==> config.mk <==
export PLATFORM = sky130hd
export DESIGN_NAME = tmr_top
export DESIGN_NICKNAME = d
export VERILOG_FILES = /design/src/rtl/tmr_pkg.sv /design/src/rtl/tmr_top.sv /design/src/rtl/tmr_unit.sv
export SDC_FILE = /design/constraint.sdc
export NUM_CORES = 1
export LEC_CHECK = 0
export ABC_AREA = 1
export ABC_CLOCK_PERIOD_IN_PS = 1800
export BUFFER_PORTS_ARGS = -buffer_cell sky130_fd_sc_hd__buf_4
export CORE_MARGIN = 2
export CORE_UTILIZATION = 30
export DETAILED_ROUTE_END_ITERATION = 10
export HOLD_SLACK_MARGIN = 0.12
export PLACE_DENSITY = 0.55
export REMOVE_ABC_BUFFERS = 1
export SYNTH_ARGS = -nofsm -noshare
export SYNTH_HDL_FRONTEND = slang
export SYNTH_SLANG_ARGS = --single-unit
==> constraint.sdc <==
create_clock -name CLK_SYS -period 1.8 [get_ports CLK_SYS]
set_input_delay 0.18 -clock CLK_SYS [delete_from_list [all_inputs] [get_ports CLK_SYS]]
set_output_delay 0.18 -clock CLK_SYS [all_outputs]
set_load 0.03 [all_outputs]
==> src/rtl/tmr_pkg.sv <==
// Package for the dual timer/counter block: register map, field positions, modes.
// Assumes a 32-bit Avalon-MM slave with word-aligned registers.
package tmr_pkg;
  localparam int ADDR_W = 4;
  localparam logic [ADDR_W-1:0] OFS_CONTROL = 4'h0;
  localparam logic [ADDR_W-1:0] OFS_MODE = 4'h1;
  localparam logic [ADDR_W-1:0] OFS_T0_LOW = 4'h2;
  localparam logic [ADDR_W-1:0] OFS_T0_HIGH = 4'h3;
  localparam logic [ADDR_W-1:0] OFS_T1_LOW = 4'h4;
  localparam logic [ADDR_W-1:0] OFS_T1_HIGH = 4'h5;
  localparam logic [ADDR_W-1:0] OFS_VECTOR_ACK = 4'h6;
  // Control register bit positions
  localparam int CTL_T1_OVF = 7;
  localparam int CTL_T1_RUN = 6;
  localparam int CTL_T0_OVF = 5;
  localparam int CTL_T0_RUN = 4;
  localparam int CTL_X1_FLAG = 3;
  localparam int CTL_X1_TYPE = 2;
  localparam int CTL_X0_FLAG = 1;
  localparam int CTL_X0_TYPE = 0;
  // Mode register nibble layout (timer 1 high nibble, timer 0 low nibble)
  localparam int MODE_GATE = 3;
  localparam int MODE_SEL = 2;
  localparam int T1_NIB = 4;
  // Vector acknowledge bits
  localparam int ACK_X0 = 0;
  localparam int ACK_T0 = 1;
  localparam int ACK_X1 = 2;
  localparam int ACK_T1 = 3;
  localparam logic [7:0] CONTROL_RST = 8'h00;
  localparam logic [7:0] MODE_RST = 8'h00;
  localparam logic [7:0] COUNT_RST = 8'h00;
  localparam logic [4:0] PRESCALE_MAX = 5'h1f;
  typedef enum logic [1:0] {
    MODE_PRESCALED,
    MODE_FULL16,
    MODE_RELOAD8,
    MODE_SPLIT
  } tmr_mode_t;
endpackage : tmr_pkg

==> src/rtl/tmr_top.sv <==
// Dual timer/counter with external interrupt flags, Avalon-MM register slave.
// Assumes event and interrupt pins are synchronous to CLK_SYS.
// Overview of operation
// - Each overflow flag sets on overflow and clears when the core acknowledges that vector.
// - Each run bit written by software turns its timer on or off.
// - Interrupt 1 flag sets on a detected edge of its pin and clears on acknowledge.
// - Interrupt 1 type bit picks edge or low-level triggering.
// - Interrupt 0 flag sets on a detected edge of its pin and clears on acknowledge.
// - Interrupt 0 type bit picks falling-edge or low-level triggering.
// - Each timer holds a 16-bit count readable and writable as high and low bytes.
// - Each timer has an internal/external source selector and a gating bit.
// - Mode 00 is an 8-bit counter behind a divide-by-32 prescaler.
// - Mode 01 is a full 16-bit counter.
// - Timer 1 in mode 10 counts 8 bits and reloads the low byte from the high byte.
// - Timer 0 in mode 10 counts 8 bits and reloads the low byte from the high byte.
// - Timer 1 in mode 11 is stopped.
// - Timer 0 in mode 11 splits into an event/interval counter and an interval counter.
`timescale 1ns/1ps
module tmr_top
(
  input wire logic CLK_SYS,
  input wire logic SYS_RST,
  input wire logic [tmr_pkg::ADDR_W-1:0] AVS_ADDRESS,
  input wire logic AVS_READ,
  input wire logic AVS_WRITE,
  input wire logic [31:0] AVS_WRITEDATA,
  input wire logic [3:0] AVS_BYTEENABLE,
  output logic [31:0] AVS_READDATA,
  output logic AVS_WAITREQUEST,
  input wire logic EVENT0_IN,
  input wire logic EVENT1_IN,
  input wire logic EXTINT0_IN,
  input wire logic EXTINT1_IN,
  output logic TIMER0_IRQ,
  output logic TIMER1_IRQ,
  output logic EXTINT0_IRQ,
  output logic EXTINT1_IRQ
);
  import tmr_pkg::*;

  typedef struct packed {
    logic [7:0] control;
    logic [7:0] mode;
    logic ev0_d;
    logic ev1_d;
    logic x0_d;
    logic x1_d;
    logic [31:0] rdata;
    logic wait_n;
    logic t0_irq;
    logic t1_irq;
    logic x0_irq;
    logic x1_irq;
  } top_state_t;

  top_state_t s_r;
  top_state_t s_nxt;

  logic access;
  logic bus_wr;
  logic [7:0] wbyte;
  logic [7:0] t0_low;
  logic [7:0] t0_high;
  logic [7:0] t1_low;
  logic [7:0] t1_high;
  logic t0_ovf_low;
  logic t0_ovf_high;
  logic t1_ovf_low;
  logic t1_ovf_high;
  logic [1:0] t0_mode;
  logic [1:0] t1_mode;
  logic t0_enable;
  logic t1_enable;
  logic t0_tick;
  logic t1_tick;
  logic t0_high_tick;
  logic ev0_rise;
  logic ev1_rise;
  logic wr_t0_low;
  logic wr_t0_high;
  logic wr_t1_low;
  logic wr_t1_high;
  logic [7:0] rbyte;
  logic x0_set;
  logic x1_set;
  logic t0_set;
  logic t1_set;
  logic [3:0] ack;

  // One wait cycle per access; a write lands only at the edge waitrequest is low
  assign access = (AVS_READ | AVS_WRITE) & ~s_r.wait_n;
  assign bus_wr = AVS_WRITE & s_r.wait_n & AVS_BYTEENABLE[0];
  assign wbyte = AVS_WRITEDATA[7:0];
  assign wr_t0_low = bus_wr && (AVS_ADDRESS == OFS_T0_LOW);
  assign wr_t0_high = bus_wr && (AVS_ADDRESS == OFS_T0_HIGH);
  assign wr_t1_low = bus_wr && (AVS_ADDRESS == OFS_T1_LOW);
  assign wr_t1_high = bus_wr && (AVS_ADDRESS == OFS_T1_HIGH);
  assign ack = (bus_wr && (AVS_ADDRESS == OFS_VECTOR_ACK)) ? wbyte[3:0] : 4'h0;

  assign t0_mode = s_r.mode[1:0];
  assign t1_mode = s_r.mode[T1_NIB+1:T1_NIB];

  // Gate qualifies run with the interrupt pin
  assign t0_enable = s_r.control[CTL_T0_RUN]
    & (~s_r.mode[MODE_GATE] | EXTINT0_IN);
  assign t1_enable = s_r.control[CTL_T1_RUN]
    & (~s_r.mode[T1_NIB+MODE_GATE] | EXTINT1_IN)
    & (t1_mode != 2'b11);

  // Event inputs count on the rising edge; one tick per core clock at most
  assign ev0_rise = EVENT0_IN & ~s_r.ev0_d;
  assign ev1_rise = EVENT1_IN & ~s_r.ev1_d;
  assign t0_tick = t0_enable & (s_r.mode[MODE_SEL] ? ev0_rise : 1'b1);
  assign t1_tick = t1_enable & (s_r.mode[T1_NIB+MODE_SEL] ? ev1_rise : 1'b1);
  // Split mode: the high half times internally, borrowing timer 1 run bit
  assign t0_high_tick = s_r.control[CTL_T1_RUN];

  tmr_unit u_t0 (
    .clk(CLK_SYS),
    .rst(SYS_RST),
    .mode(t0_mode),
    .tick_low(t0_tick),
    .tick_high(t0_high_tick),
    .wr_low(wr_t0_low),
    .wr_high(wr_t0_high),
    .wdata(wbyte),
    .low_byte(t0_low),
    .high_byte(t0_high),
    .ovf_low(t0_ovf_low),
    .ovf_high(t0_ovf_high)
  );

  tmr_unit u_t1 (
    .clk(CLK_SYS),
    .rst(SYS_RST),
    .mode(t1_mode),
    .tick_low(t1_tick),
    .tick_high(1'b0),
    .wr_low(wr_t1_low),
    .wr_high(wr_t1_high),
    .wdata(wbyte),
    .low_byte(t1_low),
    .high_byte(t1_high),
    .ovf_low(t1_ovf_low),
    .ovf_high(t1_ovf_high)
  );

  // In split mode timer 0 high half takes over the timer 1 overflow flag
  assign t0_set = t0_ovf_low;
  assign t1_set = t1_ovf_low | (t0_ovf_high & (t0_mode == 2'b11));
  // Type 1: edge; type 0: low level holds the request
  assign x0_set = s_r.control[CTL_X0_TYPE] ? (s_r.x0_d & ~EXTINT0_IN) : ~EXTINT0_IN;
  assign x1_set = s_r.control[CTL_X1_TYPE] ? (s_r.x1_d ^ EXTINT1_IN) : ~EXTINT1_IN;

  always_comb
  begin
    rbyte = 8'h00;
    if (AVS_ADDRESS == OFS_CONTROL)
    begin
      rbyte = s_r.control;
    end
    else if (AVS_ADDRESS == OFS_MODE)
    begin
      rbyte = s_r.mode;
    end
    else if (AVS_ADDRESS == OFS_T0_LOW)
    begin
      rbyte = t0_low;
    end
    else if (AVS_ADDRESS == OFS_T0_HIGH)
    begin
      rbyte = t0_high;
    end
    else if (AVS_ADDRESS == OFS_T1_LOW)
    begin
      rbyte = t1_low;
    end
    else if (AVS_ADDRESS == OFS_T1_HIGH)
    begin
      rbyte = t1_high;
    end
    else
    begin
      rbyte = 8'h00;
    end
  end

  always_comb
  begin
    s_nxt = s_r;
    s_nxt.ev0_d = EVENT0_IN;
    s_nxt.ev1_d = EVENT1_IN;
    s_nxt.x0_d = EXTINT0_IN;
    s_nxt.x1_d = EXTINT1_IN;
    s_nxt.wait_n = access;
    if (access)
    begin
      s_nxt.rdata = AVS_READ ? {24'h000000, rbyte} : 32'h00000000;
    end
    if (bus_wr && (AVS_ADDRESS == OFS_CONTROL))
    begin
      s_nxt.control = wbyte;
    end
    if (bus_wr && (AVS_ADDRESS == OFS_MODE))
    begin
      s_nxt.mode = wbyte;
    end
    // Acknowledge clears; a set in the same cycle wins
    if (ack[ACK_T0])
    begin
      s_nxt.control[CTL_T0_OVF] = 1'b0;
    end
    if (ack[ACK_T1])
    begin
      s_nxt.control[CTL_T1_OVF] = 1'b0;
    end
    if (ack[ACK_X0])
    begin
      s_nxt.control[CTL_X0_FLAG] = 1'b0;
    end
    if (ack[ACK_X1])
    begin
      s_nxt.control[CTL_X1_FLAG] = 1'b0;
    end
    if (t0_set)
    begin
      s_nxt.control[CTL_T0_OVF] = 1'b1;
    end
    if (t1_set)
    begin
      s_nxt.control[CTL_T1_OVF] = 1'b1;
    end
    if (x0_set)
    begin
      s_nxt.control[CTL_X0_FLAG] = 1'b1;
    end
    if (x1_set)
    begin
      s_nxt.control[CTL_X1_FLAG] = 1'b1;
    end
    s_nxt.t0_irq = s_nxt.control[CTL_T0_OVF];
    s_nxt.t1_irq = s_nxt.control[CTL_T1_OVF];
    s_nxt.x0_irq = s_nxt.control[CTL_X0_FLAG];
    s_nxt.x1_irq = s_nxt.control[CTL_X1_FLAG];
  end

  always_ff @(posedge CLK_SYS)
  begin
    if (SYS_RST)
    begin
      s_r <= '0;
      s_r.control <= CONTROL_RST;
      s_r.mode <= MODE_RST;
      s_r.ev0_d <= 1'b1;
      s_r.ev1_d <= 1'b1;
      s_r.x0_d <= 1'b1;
      s_r.x1_d <= 1'b1;
    end
    else
    begin
      s_r <= s_nxt;
    end
  end

  assign AVS_READDATA = s_r.rdata;
  assign AVS_WAITREQUEST = ~s_r.wait_n;
  assign TIMER0_IRQ = s_r.t0_irq;
  assign TIMER1_IRQ = s_r.t1_irq;
  assign EXTINT0_IRQ = s_r.x0_irq;
  assign EXTINT1_IRQ = s_r.x1_irq;
endmodule : tmr_top

==> src/rtl/tmr_unit.sv <==
// One 16-bit timer/counter with prescaled, 16-bit and auto-reload modes.
// Assumes count enable and byte writes come from the register block.
`timescale 1ns/1ps
module tmr_unit
  import tmr_pkg::*;
(
  input wire logic clk,
  input wire logic rst,
  input wire logic [1:0] mode,
  input wire logic tick_low,
  input wire logic tick_high,
  input wire logic wr_low,
  input wire logic wr_high,
  input wire logic [7:0] wdata,
  output logic [7:0] low_byte,
  output logic [7:0] high_byte,
  output logic ovf_low,
  output logic ovf_high
);
  typedef struct packed {
    logic [7:0] low;
    logic [7:0] high;
  } unit_state_t;
  unit_state_t s_r;
  unit_state_t s_nxt;
  logic [4:0] pre;

  assign low_byte = s_r.low;
  assign high_byte = s_r.high;
  // Prescaled mode uses the low five bits of the low byte as divide-by-32
  assign pre = s_r.low[4:0];

  always_comb
  begin
    s_nxt = s_r;
    ovf_low = 1'b0;
    ovf_high = 1'b0;
    case (tmr_mode_t'(mode))
      MODE_PRESCALED:
      begin
        if (tick_low)
        begin
          s_nxt.low = {3'h0, pre + 5'h01};
          if (pre == PRESCALE_MAX)
          begin
            s_nxt.high = s_r.high + 8'h01;
            ovf_low = (s_r.high == 8'hff);
          end
        end
      end
      MODE_FULL16:
      begin
        if (tick_low)
        begin
          {s_nxt.high, s_nxt.low} = {s_r.high, s_r.low} + 16'h0001;
          ovf_low = ({s_r.high, s_r.low} == 16'hffff);
        end
      end
      MODE_RELOAD8:
      begin
        if (tick_low)
        begin
          if (s_r.low == 8'hff)
          begin
            s_nxt.low = s_r.high;
            ovf_low = 1'b1;
          end
          else
          begin
            s_nxt.low = s_r.low + 8'h01;
          end
        end
      end
      default:
      begin
        // Split: low byte counts its own ticks, high byte times on its own
        if (tick_low)
        begin
          s_nxt.low = s_r.low + 8'h01;
          ovf_low = (s_r.low == 8'hff);
        end
        if (tick_high)
        begin
          s_nxt.high = s_r.high + 8'h01;
          ovf_high = (s_r.high == 8'hff);
        end
      end
    endcase
    // Software write wins over counting in the same cycle
    if (wr_low)
    begin
      s_nxt.low = wdata;
    end
    if (wr_high)
    begin
      s_nxt.high = wdata;
    end
  end

  always_ff @(posedge clk)
  begin
    if (rst)
    begin
      s_r <= '{low: COUNT_RST, high: COUNT_RST};
    end
    else
    begin
      s_r <= s_nxt;
    end
  end
endmodule : tmr_unit

# After elaboration in Yosys (flattened, before gate mapping)
# Cells that the tools add are included.
# totals
output_inout_bits	37
wordCells	151
regBits	89
in_bits	48
# classes
addsub	8
eq_ne	27
mux	58
reduce_logical	17
n_bitwise	24
# op_table
op	n
2-to-1 mux 8 bit	21
case mux 8 bit (3 select lines)	3
2-to-1 mux 16 bit	4
adder 16 x 1 -> 16 bit (second input constant)	2
adder 8 x 1 -> 8 bit (second input constant)	4
== test 16 bit (second input constant)	2
== test 8 bit (second input constant)	4
2-to-1 mux 1 bit	26
case mux 8 bit (2 select lines)	1
bitwise AND 1 bit	12
== test 4 x 3 -> 1 bit (second input constant)	3
!= test 3 x 2 -> 1 bit (second input constant)	4
adder 5 x 1 -> 5 bit (second input constant)	2
== test 5 bit (second input constant)	2
== test 4 x 2 -> 1 bit (second input constant)	2
logical AND 1 bit	7
NOT 1 bit	7
== test 2 bit (second input constant)	3
!= test 3 x 1 -> 1 bit (second input constant)	2
case mux 1 bit (3 select lines)	2
AND reduction 5 bit	1
== test 2 x 1 -> 1 bit (second input constant)	2
== test 4 x 1 -> 1 bit (second input constant)	1
zero test 2 bit	2
11 further kinds	15

# Depth between registers and ports, before layout
# Gate-level depths: netlist of the first run.
# logic_depth
depth_word	9
depth_mapped	12
mapped_depth_nobuf	12

# Hierarchy
# From an unflattened synthesis of the first run, not the netlist that was laid out.
# unflattened
cells_unflattened	726
area_unflattened_um2	4544.4
# by_module_without_submodules
module	cells_per_inst	seq_area_each_um2	n_inst	area_per_inst_um2
tmr_unit	220	320.3	2	1322.5
tmr_top	286	580.6	1	1899.3

# Least setup slack after synthesis of the first run
# OpenSTA, ideal clock, no wires.
# synth_timing
path_type	reg2reg
from	register u_t0.s_r, in the netlist u_t0.low_byte[0]
to	register u_t0.s_r, in the netlist u_t0.high_byte[1]
stages_incl_launch_ff	13
setup_slack_ns	-0.022
required_time_ns	1.730
arrival_ns	1.752
synth_period_minus_slack_ns	1.822
setup_time_ns	0.070
n_path_buf	0
path_cell_list	dfxtp_1 > ha_1 > nand2_2 > nor2_4 > ha_1 > nor2_1 > nor2_1 > nand3_1 > nand2_1 > nand2_1 > inv_1 > nand3_1 > a21oi_1
# synth_between
elab_chain_cells	4
word_cells_on_any_way	7
cone_classes	add/sub: 1; eq/ne: 2; mux: 3; reduce/logical: 1
# synth_rtl
element	line	rtl
from (decl)	tmr_unit.sv:24	unit_state_t s_r;
from (signal assigned)	tmr_unit.sv:104	s_r <= '{low: COUNT_RST, high: COUNT_RST};
from (signal assigned)	tmr_unit.sv:108	s_r <= s_nxt;
adder 16 x 1 -> 16 bit	tmr_unit.sv:55	{s_nxt.high, s_nxt.low} = {s_r.high, s_r.low} + 16'h0001;
2-to-1 mux 16 bit	tmr_unit.sv:53	if (tick_low)
case mux 8 bit (3 select lines)	tmr_unit.sv:38	case (tmr_mode_t'(mode))
2-to-1 mux 8 bit	tmr_unit.sv:94	if (wr_high)
# Parallel ways exist; a longest one is shown, timed or not. The select of a mux whose other input is x is not followed.
# A chain may end at the register's enable or synchronous reset.

# Worst setup path in the final report of the first run
# layout_timing
from	register u_t1.s_r, in the netlist u_t1.low_byte[1]
to	register u_t1.s_r, in the netlist u_t1.high_byte[6]
# layout_between
elab_chain_cells	4
word_cells_on_any_way	7
cone_classes	add/sub: 1; eq/ne: 2; mux: 3; reduce/logical: 1
# layout_rtl
element	line
from (decl)	tmr_unit.sv:24
from (signal assigned)	tmr_unit.sv:104
from (signal assigned)	tmr_unit.sv:108
adder 16 x 1 -> 16 bit	tmr_unit.sv:55
2-to-1 mux 16 bit	tmr_unit.sv:53
case mux 8 bit (2 select lines)	tmr_unit.sv:38
2-to-1 mux 8 bit	tmr_unit.sv:94
# Parallel ways exist; a longest one is shown, timed or not. The select of a mux whose other input is x is not followed.

==> results of run 1 <==
[power by group]
part	switching, W	internal, W	leakage [nW]
clock	0.000618	0.00104	0.139
combinational	0.000255	0.0000960	1.74
sequential	0.0000116	0.00137	0.496
[cell usage after synthesis (all sizes together)]
master  count  share of area
a211oi      8          0.013
o21bai      4         0.0091
o221ai      1         0.0019
conb        1        0.00083
dfxtp      61           0.27
nand3b      1         0.0017
a21oi      51          0.058
ha          6          0.017
nor3b       2         0.0033
buf        42          0.069
nor3        9         0.0099
nor2       66          0.078
nand3      68          0.083
o21ai      43          0.049
nand2     198           0.17
xor2        5         0.0096
o22ai       1         0.0014
nand4       8          0.012
inv        97          0.081
a31oi       8          0.011
clkbuf      5         0.0041
or2         5         0.0069
o211ai     23          0.038
[sequential cells by signal (all words and copies together) (netlist names)]
name            cells
s_r                21
u_t0.low_byte       8
u_t1.high_byte      8
u_t1.low_byte       8
u_t0.high_byte      8
AVS_READDATA        8
[stage by stage]
step | TNS [ps] | hold slack (ps) | power (W) | setup slack (ps) | cell area, um2
after floorplan | -43.35 | 249.1 | 0.001589 | -21.68 | 4293
after global placement | -191.9 | 366.7 | 0.001747 | -33.43 | 4999
after detailed placement | -249.1 | 380.9 | 0.001748 | -51.24 | 4999
after CTS | -11.08 | 163.8 | 0.003407 | -11.08 | 5344
after global routing | -24.74 | 197.1 | 0.003496 | -14.96 | 5525
final | 0 | 167.9 | 0.003385 | 88.78 | 5525
[area by class of cell]
cell class	instances	area, um2	area share
clock inverters	1	5.005	0.0009058
well taps	184	230.2	0.04167
inverters	97	371.6	0.06726
multi-input cells	531	2877	0.5206
flip-flops and latches	61	1226	0.2219
repair buffers	67	541.8	0.09805
clock buffers	14	274.0	0.04959
[logic make-up (layout without fill, tap and decap cells)]
family / count (synthesis) / count (layout) / share of synthesized area
XOR/XNOR: 5 / 5 / 0.009647
AO/OA/AOI/OAI: 139 / 139 / 0.1816
adder cells (fa/ha/maj): 6 / 6 / 0.01654
flip-flops: 61 / 61 / 0.2690
other: 1 / 24 / 0.0008261
AND/OR/NAND/NOR: 357 / 357 / 0.3677
buffers and inverters: 144 / 179 / 0.1546
[what timing repair did]
action | 4_1_cts | 5_1_grt
gates resized for setup | 6 | 38
pin swaps | 1 | 19
setup buffers | 0 | 3
setup endpoints to repair | 12 | 26
hold buffers | 4 | 0
hold endpoints to repair | 4 | 0
[layer usage]
layer / vias up / track usage
met5: - / 0
met1: 2207 / 0.2654
met3: 27 / 0.02010
li1: 2400 / -
met4: 0 / 0.08274
met2: 159 / 0.2748
[final timing paths]
path	slack (ps)	endpoint	cells past startpoint
hold / removal	170	s_r[48]	3
setup reg to reg	90	u_t1.high_byte[6]	9
hold reg to reg	460	AVS_READDATA[7]	2
setup / recovery	90	u_t1.high_byte[6]	9
[critical path, stage by stage (launching register included)]
cell and delay (ps):
dfxtp_2 350, ha_4 150, nand2_4 60, nor2_4 140
ha_4 150, or2_4 130, nand4_4 150, nor2_4 250
nand3_2 110, a21oi_1 150
==> reports/results.ini, run 1 <==
[worst_setup_path]
cp.required_ps=2070
crit_path_max_fanout=7
worstSetupStartpoint=u_t1.low_byte[1]
critPathArrivalTime_ps=1980
worstSetupEndpointType=flop
cp-start-kind=flop
reg2reg_from=u_t1.low_byte[1]
path_class=flop to flop

[power]
total_leakage_power_nw=2.374
power_density_mw_per_mm2=612.7
ir_drop_mv=0.4128

[logic_synthesis]
ys.warnings.count=0
ys_types=38
synthCells=713
ys_seq_area_frac=0.2690
synth-seq-cells=61
syn_area_mm2=0.004539
synth_area_per_cell_um2=6.367

[routing]
routed.top_layer=met4
drc=0
ant_nets=0
first_pass_iters=5
detail_route.iter0.violations=383
via_count=4793
wl_per_cell_um=15.37
avgViaCountPerCell=5.019
wl_met3_um=775
wirelength_um=14680
met1Wirelength_um=7266
wl_met2_um=6207

[global_route]
grt_usage=0.1836
grt_pass1_wl_um=23160
antenna_found_initial=0
overflow=0
grt_pass1_vias=4331
grt_max_degree=19

[floorplan]
dieHeight_um=127.0
dieArea_mm2=0.01613
die_x_um=127.0
initial_core_util=0.3100
core_area_mm2=0.01464
pin_count=85
rows=44

[cts]
cts_tree=built
htree_levels=3
clockBufferDepth=2
clock_latency_ps=340
numCtsBuffers=9
clk_pin_slew_worst_paths_ps=50
clock-sinks=61
root_buffer=clkbuf_16

[timing]
rsz0062_at_grt=true
report.final.setup_viol=0
finalCritPeriodShare=0.9507
drv_slew=0
fin_crit_ps=1711
timing.fmax_mhz=584.4
hold_viol=0
fin_skew_ps=6.452

[placement]
gp_congestion=0.8904
io_buffers=33
dp.cells=933
dp_hpwl_um=10930

[layout]
antennaDiodeCount=0
num-fill-cells=1605
final_common_cell=nand2_1
syn_to_final_growth_pct=21.72
instances_no_fill=955
finalNetCount=821
final_util=0.3773
layout_common_cells=nand2_1 (185), inv_1 (89), buf_4 (60)
drive_above_1_share=0.1946

[hold_path]
hold_start=AVS_WRITEDATA[7]
holdCritPathClass=input port to flop

[status]
status=complete, no violations

[job]
maxCapViolCount=0

(Power assumes the default switching activity.)
==> run 2, diff against run 1 <==
ABC_CLOCK_PERIOD_IN_PS = 1850   (was 1800)
PLACE_DENSITY = 0.53   (was 0.55)
clock period = 1.85 ns   (was 1.8 ns; I/O delays follow)
==> run 2 against run 1 <==
Net effect: sequential power decreased by 3%; first-iteration DRC count decreased by 7.8%; wire length about the same; clock skew decreased by 2.0 ps; fmax decreased by 3.8%; via count increased by 0.40%; setup slack got worse by 17 ps; sequential share of layout area increased by 0.19 points; non-clock buffer count increased by 2; critical path type unchanged; critical path depth increased by 3; largest power group unchanged; register-to-register slack got worse by 20 ps; combinational power decreased by 5%.
==> reports/results.ini, run 2 (synthesis results as in run 1) <==
[floorplan]
dieHeight_um=127.0
core_area_mm2=0.01464
initial_core_util=0.3100
rows=44
die_x_um=127.0
dieArea_mm2=0.01613
pin_count=85

[layout]
antennaDiodeCount=0
syn_to_final_growth_pct=20.45
final_util=0.3734
design_area_mm2=0.005468
finalNetCount=823
largest_reg_flops=21
multiInputGateArea_mm2=0.002783
regArea_mm2=0.001224
drive_above_1_share=0.1860
num-fill-cells=1634
layout_common_cells=nand2_1 (185), inv_1 (89), buf_4 (63)
final_common_cell=nand2_1
largest_register=s_r

[routing]
detail_route.iter0.violations=353
first_pass_iters=6
ant_nets=0
via_count=4812
wirelength_um=14690
avgViaCountPerCell=5.023
drc=0
wl_per_cell_um=15.33

[timing]
hold_ws_ps=163.9
timing.fmax_mhz=562.4
hold_viol=0
fin_crit_ps=1778
fin_skew_ps=4.412
rsz0062_at_grt=true
finalCritPeriodShare=0.9612
drv_slew=0
report.final.setup_viol=0

[placement]
dp_hpwl_um=10950
gp_congestion=0.9113
place_area_mm2=0.004996
io_buffers=33

[status]
status=complete, no violations

[power]
total_leakage_power_nw=2.379
power.total_w=0.003567
ir_drop_mv=0.4222
power_density_mw_per_mm2=652.4

[global_route]
grtUsageMet1=0.2726
use_met3=0.02764
antenna_found_initial=0
gr-usage-met2=0.2672
grt_pass1_wl_um=23080
grt_pass1_vias=4242
overflow=0
grt_max_degree=26
grt-busiest-layer=met1
grt_usage=0.1824

[worst_setup_path]
worstSetupStartpoint=u_t0.low_byte[1]
cp-start-kind=flop
path_class=flop to flop
r2r_slack_ps=70
cp.required_ps=2120
cpPeakStageDelay_ps=350
critPathArrivalTime_ps=2050
reg2reg_from=u_t0.low_byte[1]
r2r_cells=12
worstSetupEndpointType=flop
crit_path_end=u_t0.high_byte[3]
crit_chain=ha_4, nand2_4, nor2_4, ha_4, nor2_2, nor2_1, nand3_2, nand2_4, nand2_1, inv_2, nand3_1, a21oi_1
crit_path_max_fanout=4
cpMaxStageDelayCell=dfxtp_2
r2r_end=u_t0.high_byte[3]

[hold_path]
holdCritPathClass=input port to flop

[job]
maxCapViolCount=0

[cts]
clockBufferDepth=2
clock-sinks=61
root_buffer=clkbuf_16
htree_levels=3
cts_tree=built
numCtsBuffers=9
clk_pin_slew_worst_paths_ps=60
clock_latency_ps=340

-- run 2: cell types whose count changed in the layout (fill, tap and decap cells not counted), sizes merged --
cell	change
buf	+2
clkinv	+1
clkbuf	-2
bufinv	+2
-- run 2: worst min-delay path by stage --
| stage | cells after the start | endpoint | from | slack (ps) |
|---|---|---|---|---|
| CTS | 3 | s_r[48] | AVS_WRITEDATA[7] | 160 |
| global placement | 3 | s_r[39] | EVENT1_IN | 390 |
| floorplan | 1 | AVS_READDATA[0] | SYS_RST | 250 |
| global route | 3 | s_r[55] | AVS_WRITEDATA[6] | 210 |
| finish | 3 | s_r[48] | AVS_WRITEDATA[7] | 160 |
| detailed placement | 3 | s_r[39] | EVENT1_IN | 390 |
-- run 2: layer usage --
| layer | share of wire | vias up |
|---|---|---|
| met1 | 0.49 | 2223 |
| met3 | 0.070 | 22 |
| li1 | - | 2397 |
| met2 | 0.42 | 170 |
| met4 | 0.018 | 0 |
| met5 | 0 | - |
-- run 2: critical path, delay by kind of cell (launching register included) --
| kind | cells | cell delay [ps] |
|---|---|---|
| simple gates | 8 | 860 |
| compound gates | 1 | 120 |
| flops | 1 | 350 |
| fa+ha+maj | 2 | 300 |
| buf+inv | 1 | 80 |
-- run 2: layout make-up --
type                       instances  area share
clock buffer                      12     0.04691
timing repair buffer              69     0.09794
multi-input combinational        531      0.5089
inverter                          97     0.06751
tap                              184     0.04211
clock inverter                     4     0.01281
sequential                        61      0.2238
-- run 2: what timing repair did --
action	in CTS	in global routing
pin swaps	0	8
buffers inserted	0	2
setup endpoints to repair	5	16
hold endpoints to repair	4	0
gates resized for setup	3	21
hold buffers	4	0
-- run 2: power by group --
part	total (W)	leakage [nW]	internal, W	switching (W)
sequential	0.00134	0.495	0.00133	0.0000105
clock	0.00189	0.163	0.00125	0.000642
combinational	0.000335	1.72	0.0000906	0.000244
total	0.00357	2.38	0.00267	0.000897
-- run 2: through the flow --
step,TNS (ps),worst slack (ps),instances
2_1_floorplan,0,28.32,689
3_3_place_gp,-24.86,-11.21,936
3_5_place_dp,-14.34,-14.34,936
4_1_cts,0,6.659,956
5_1_grt,-178.7,-68.19,958
6_report,0,71.75,958
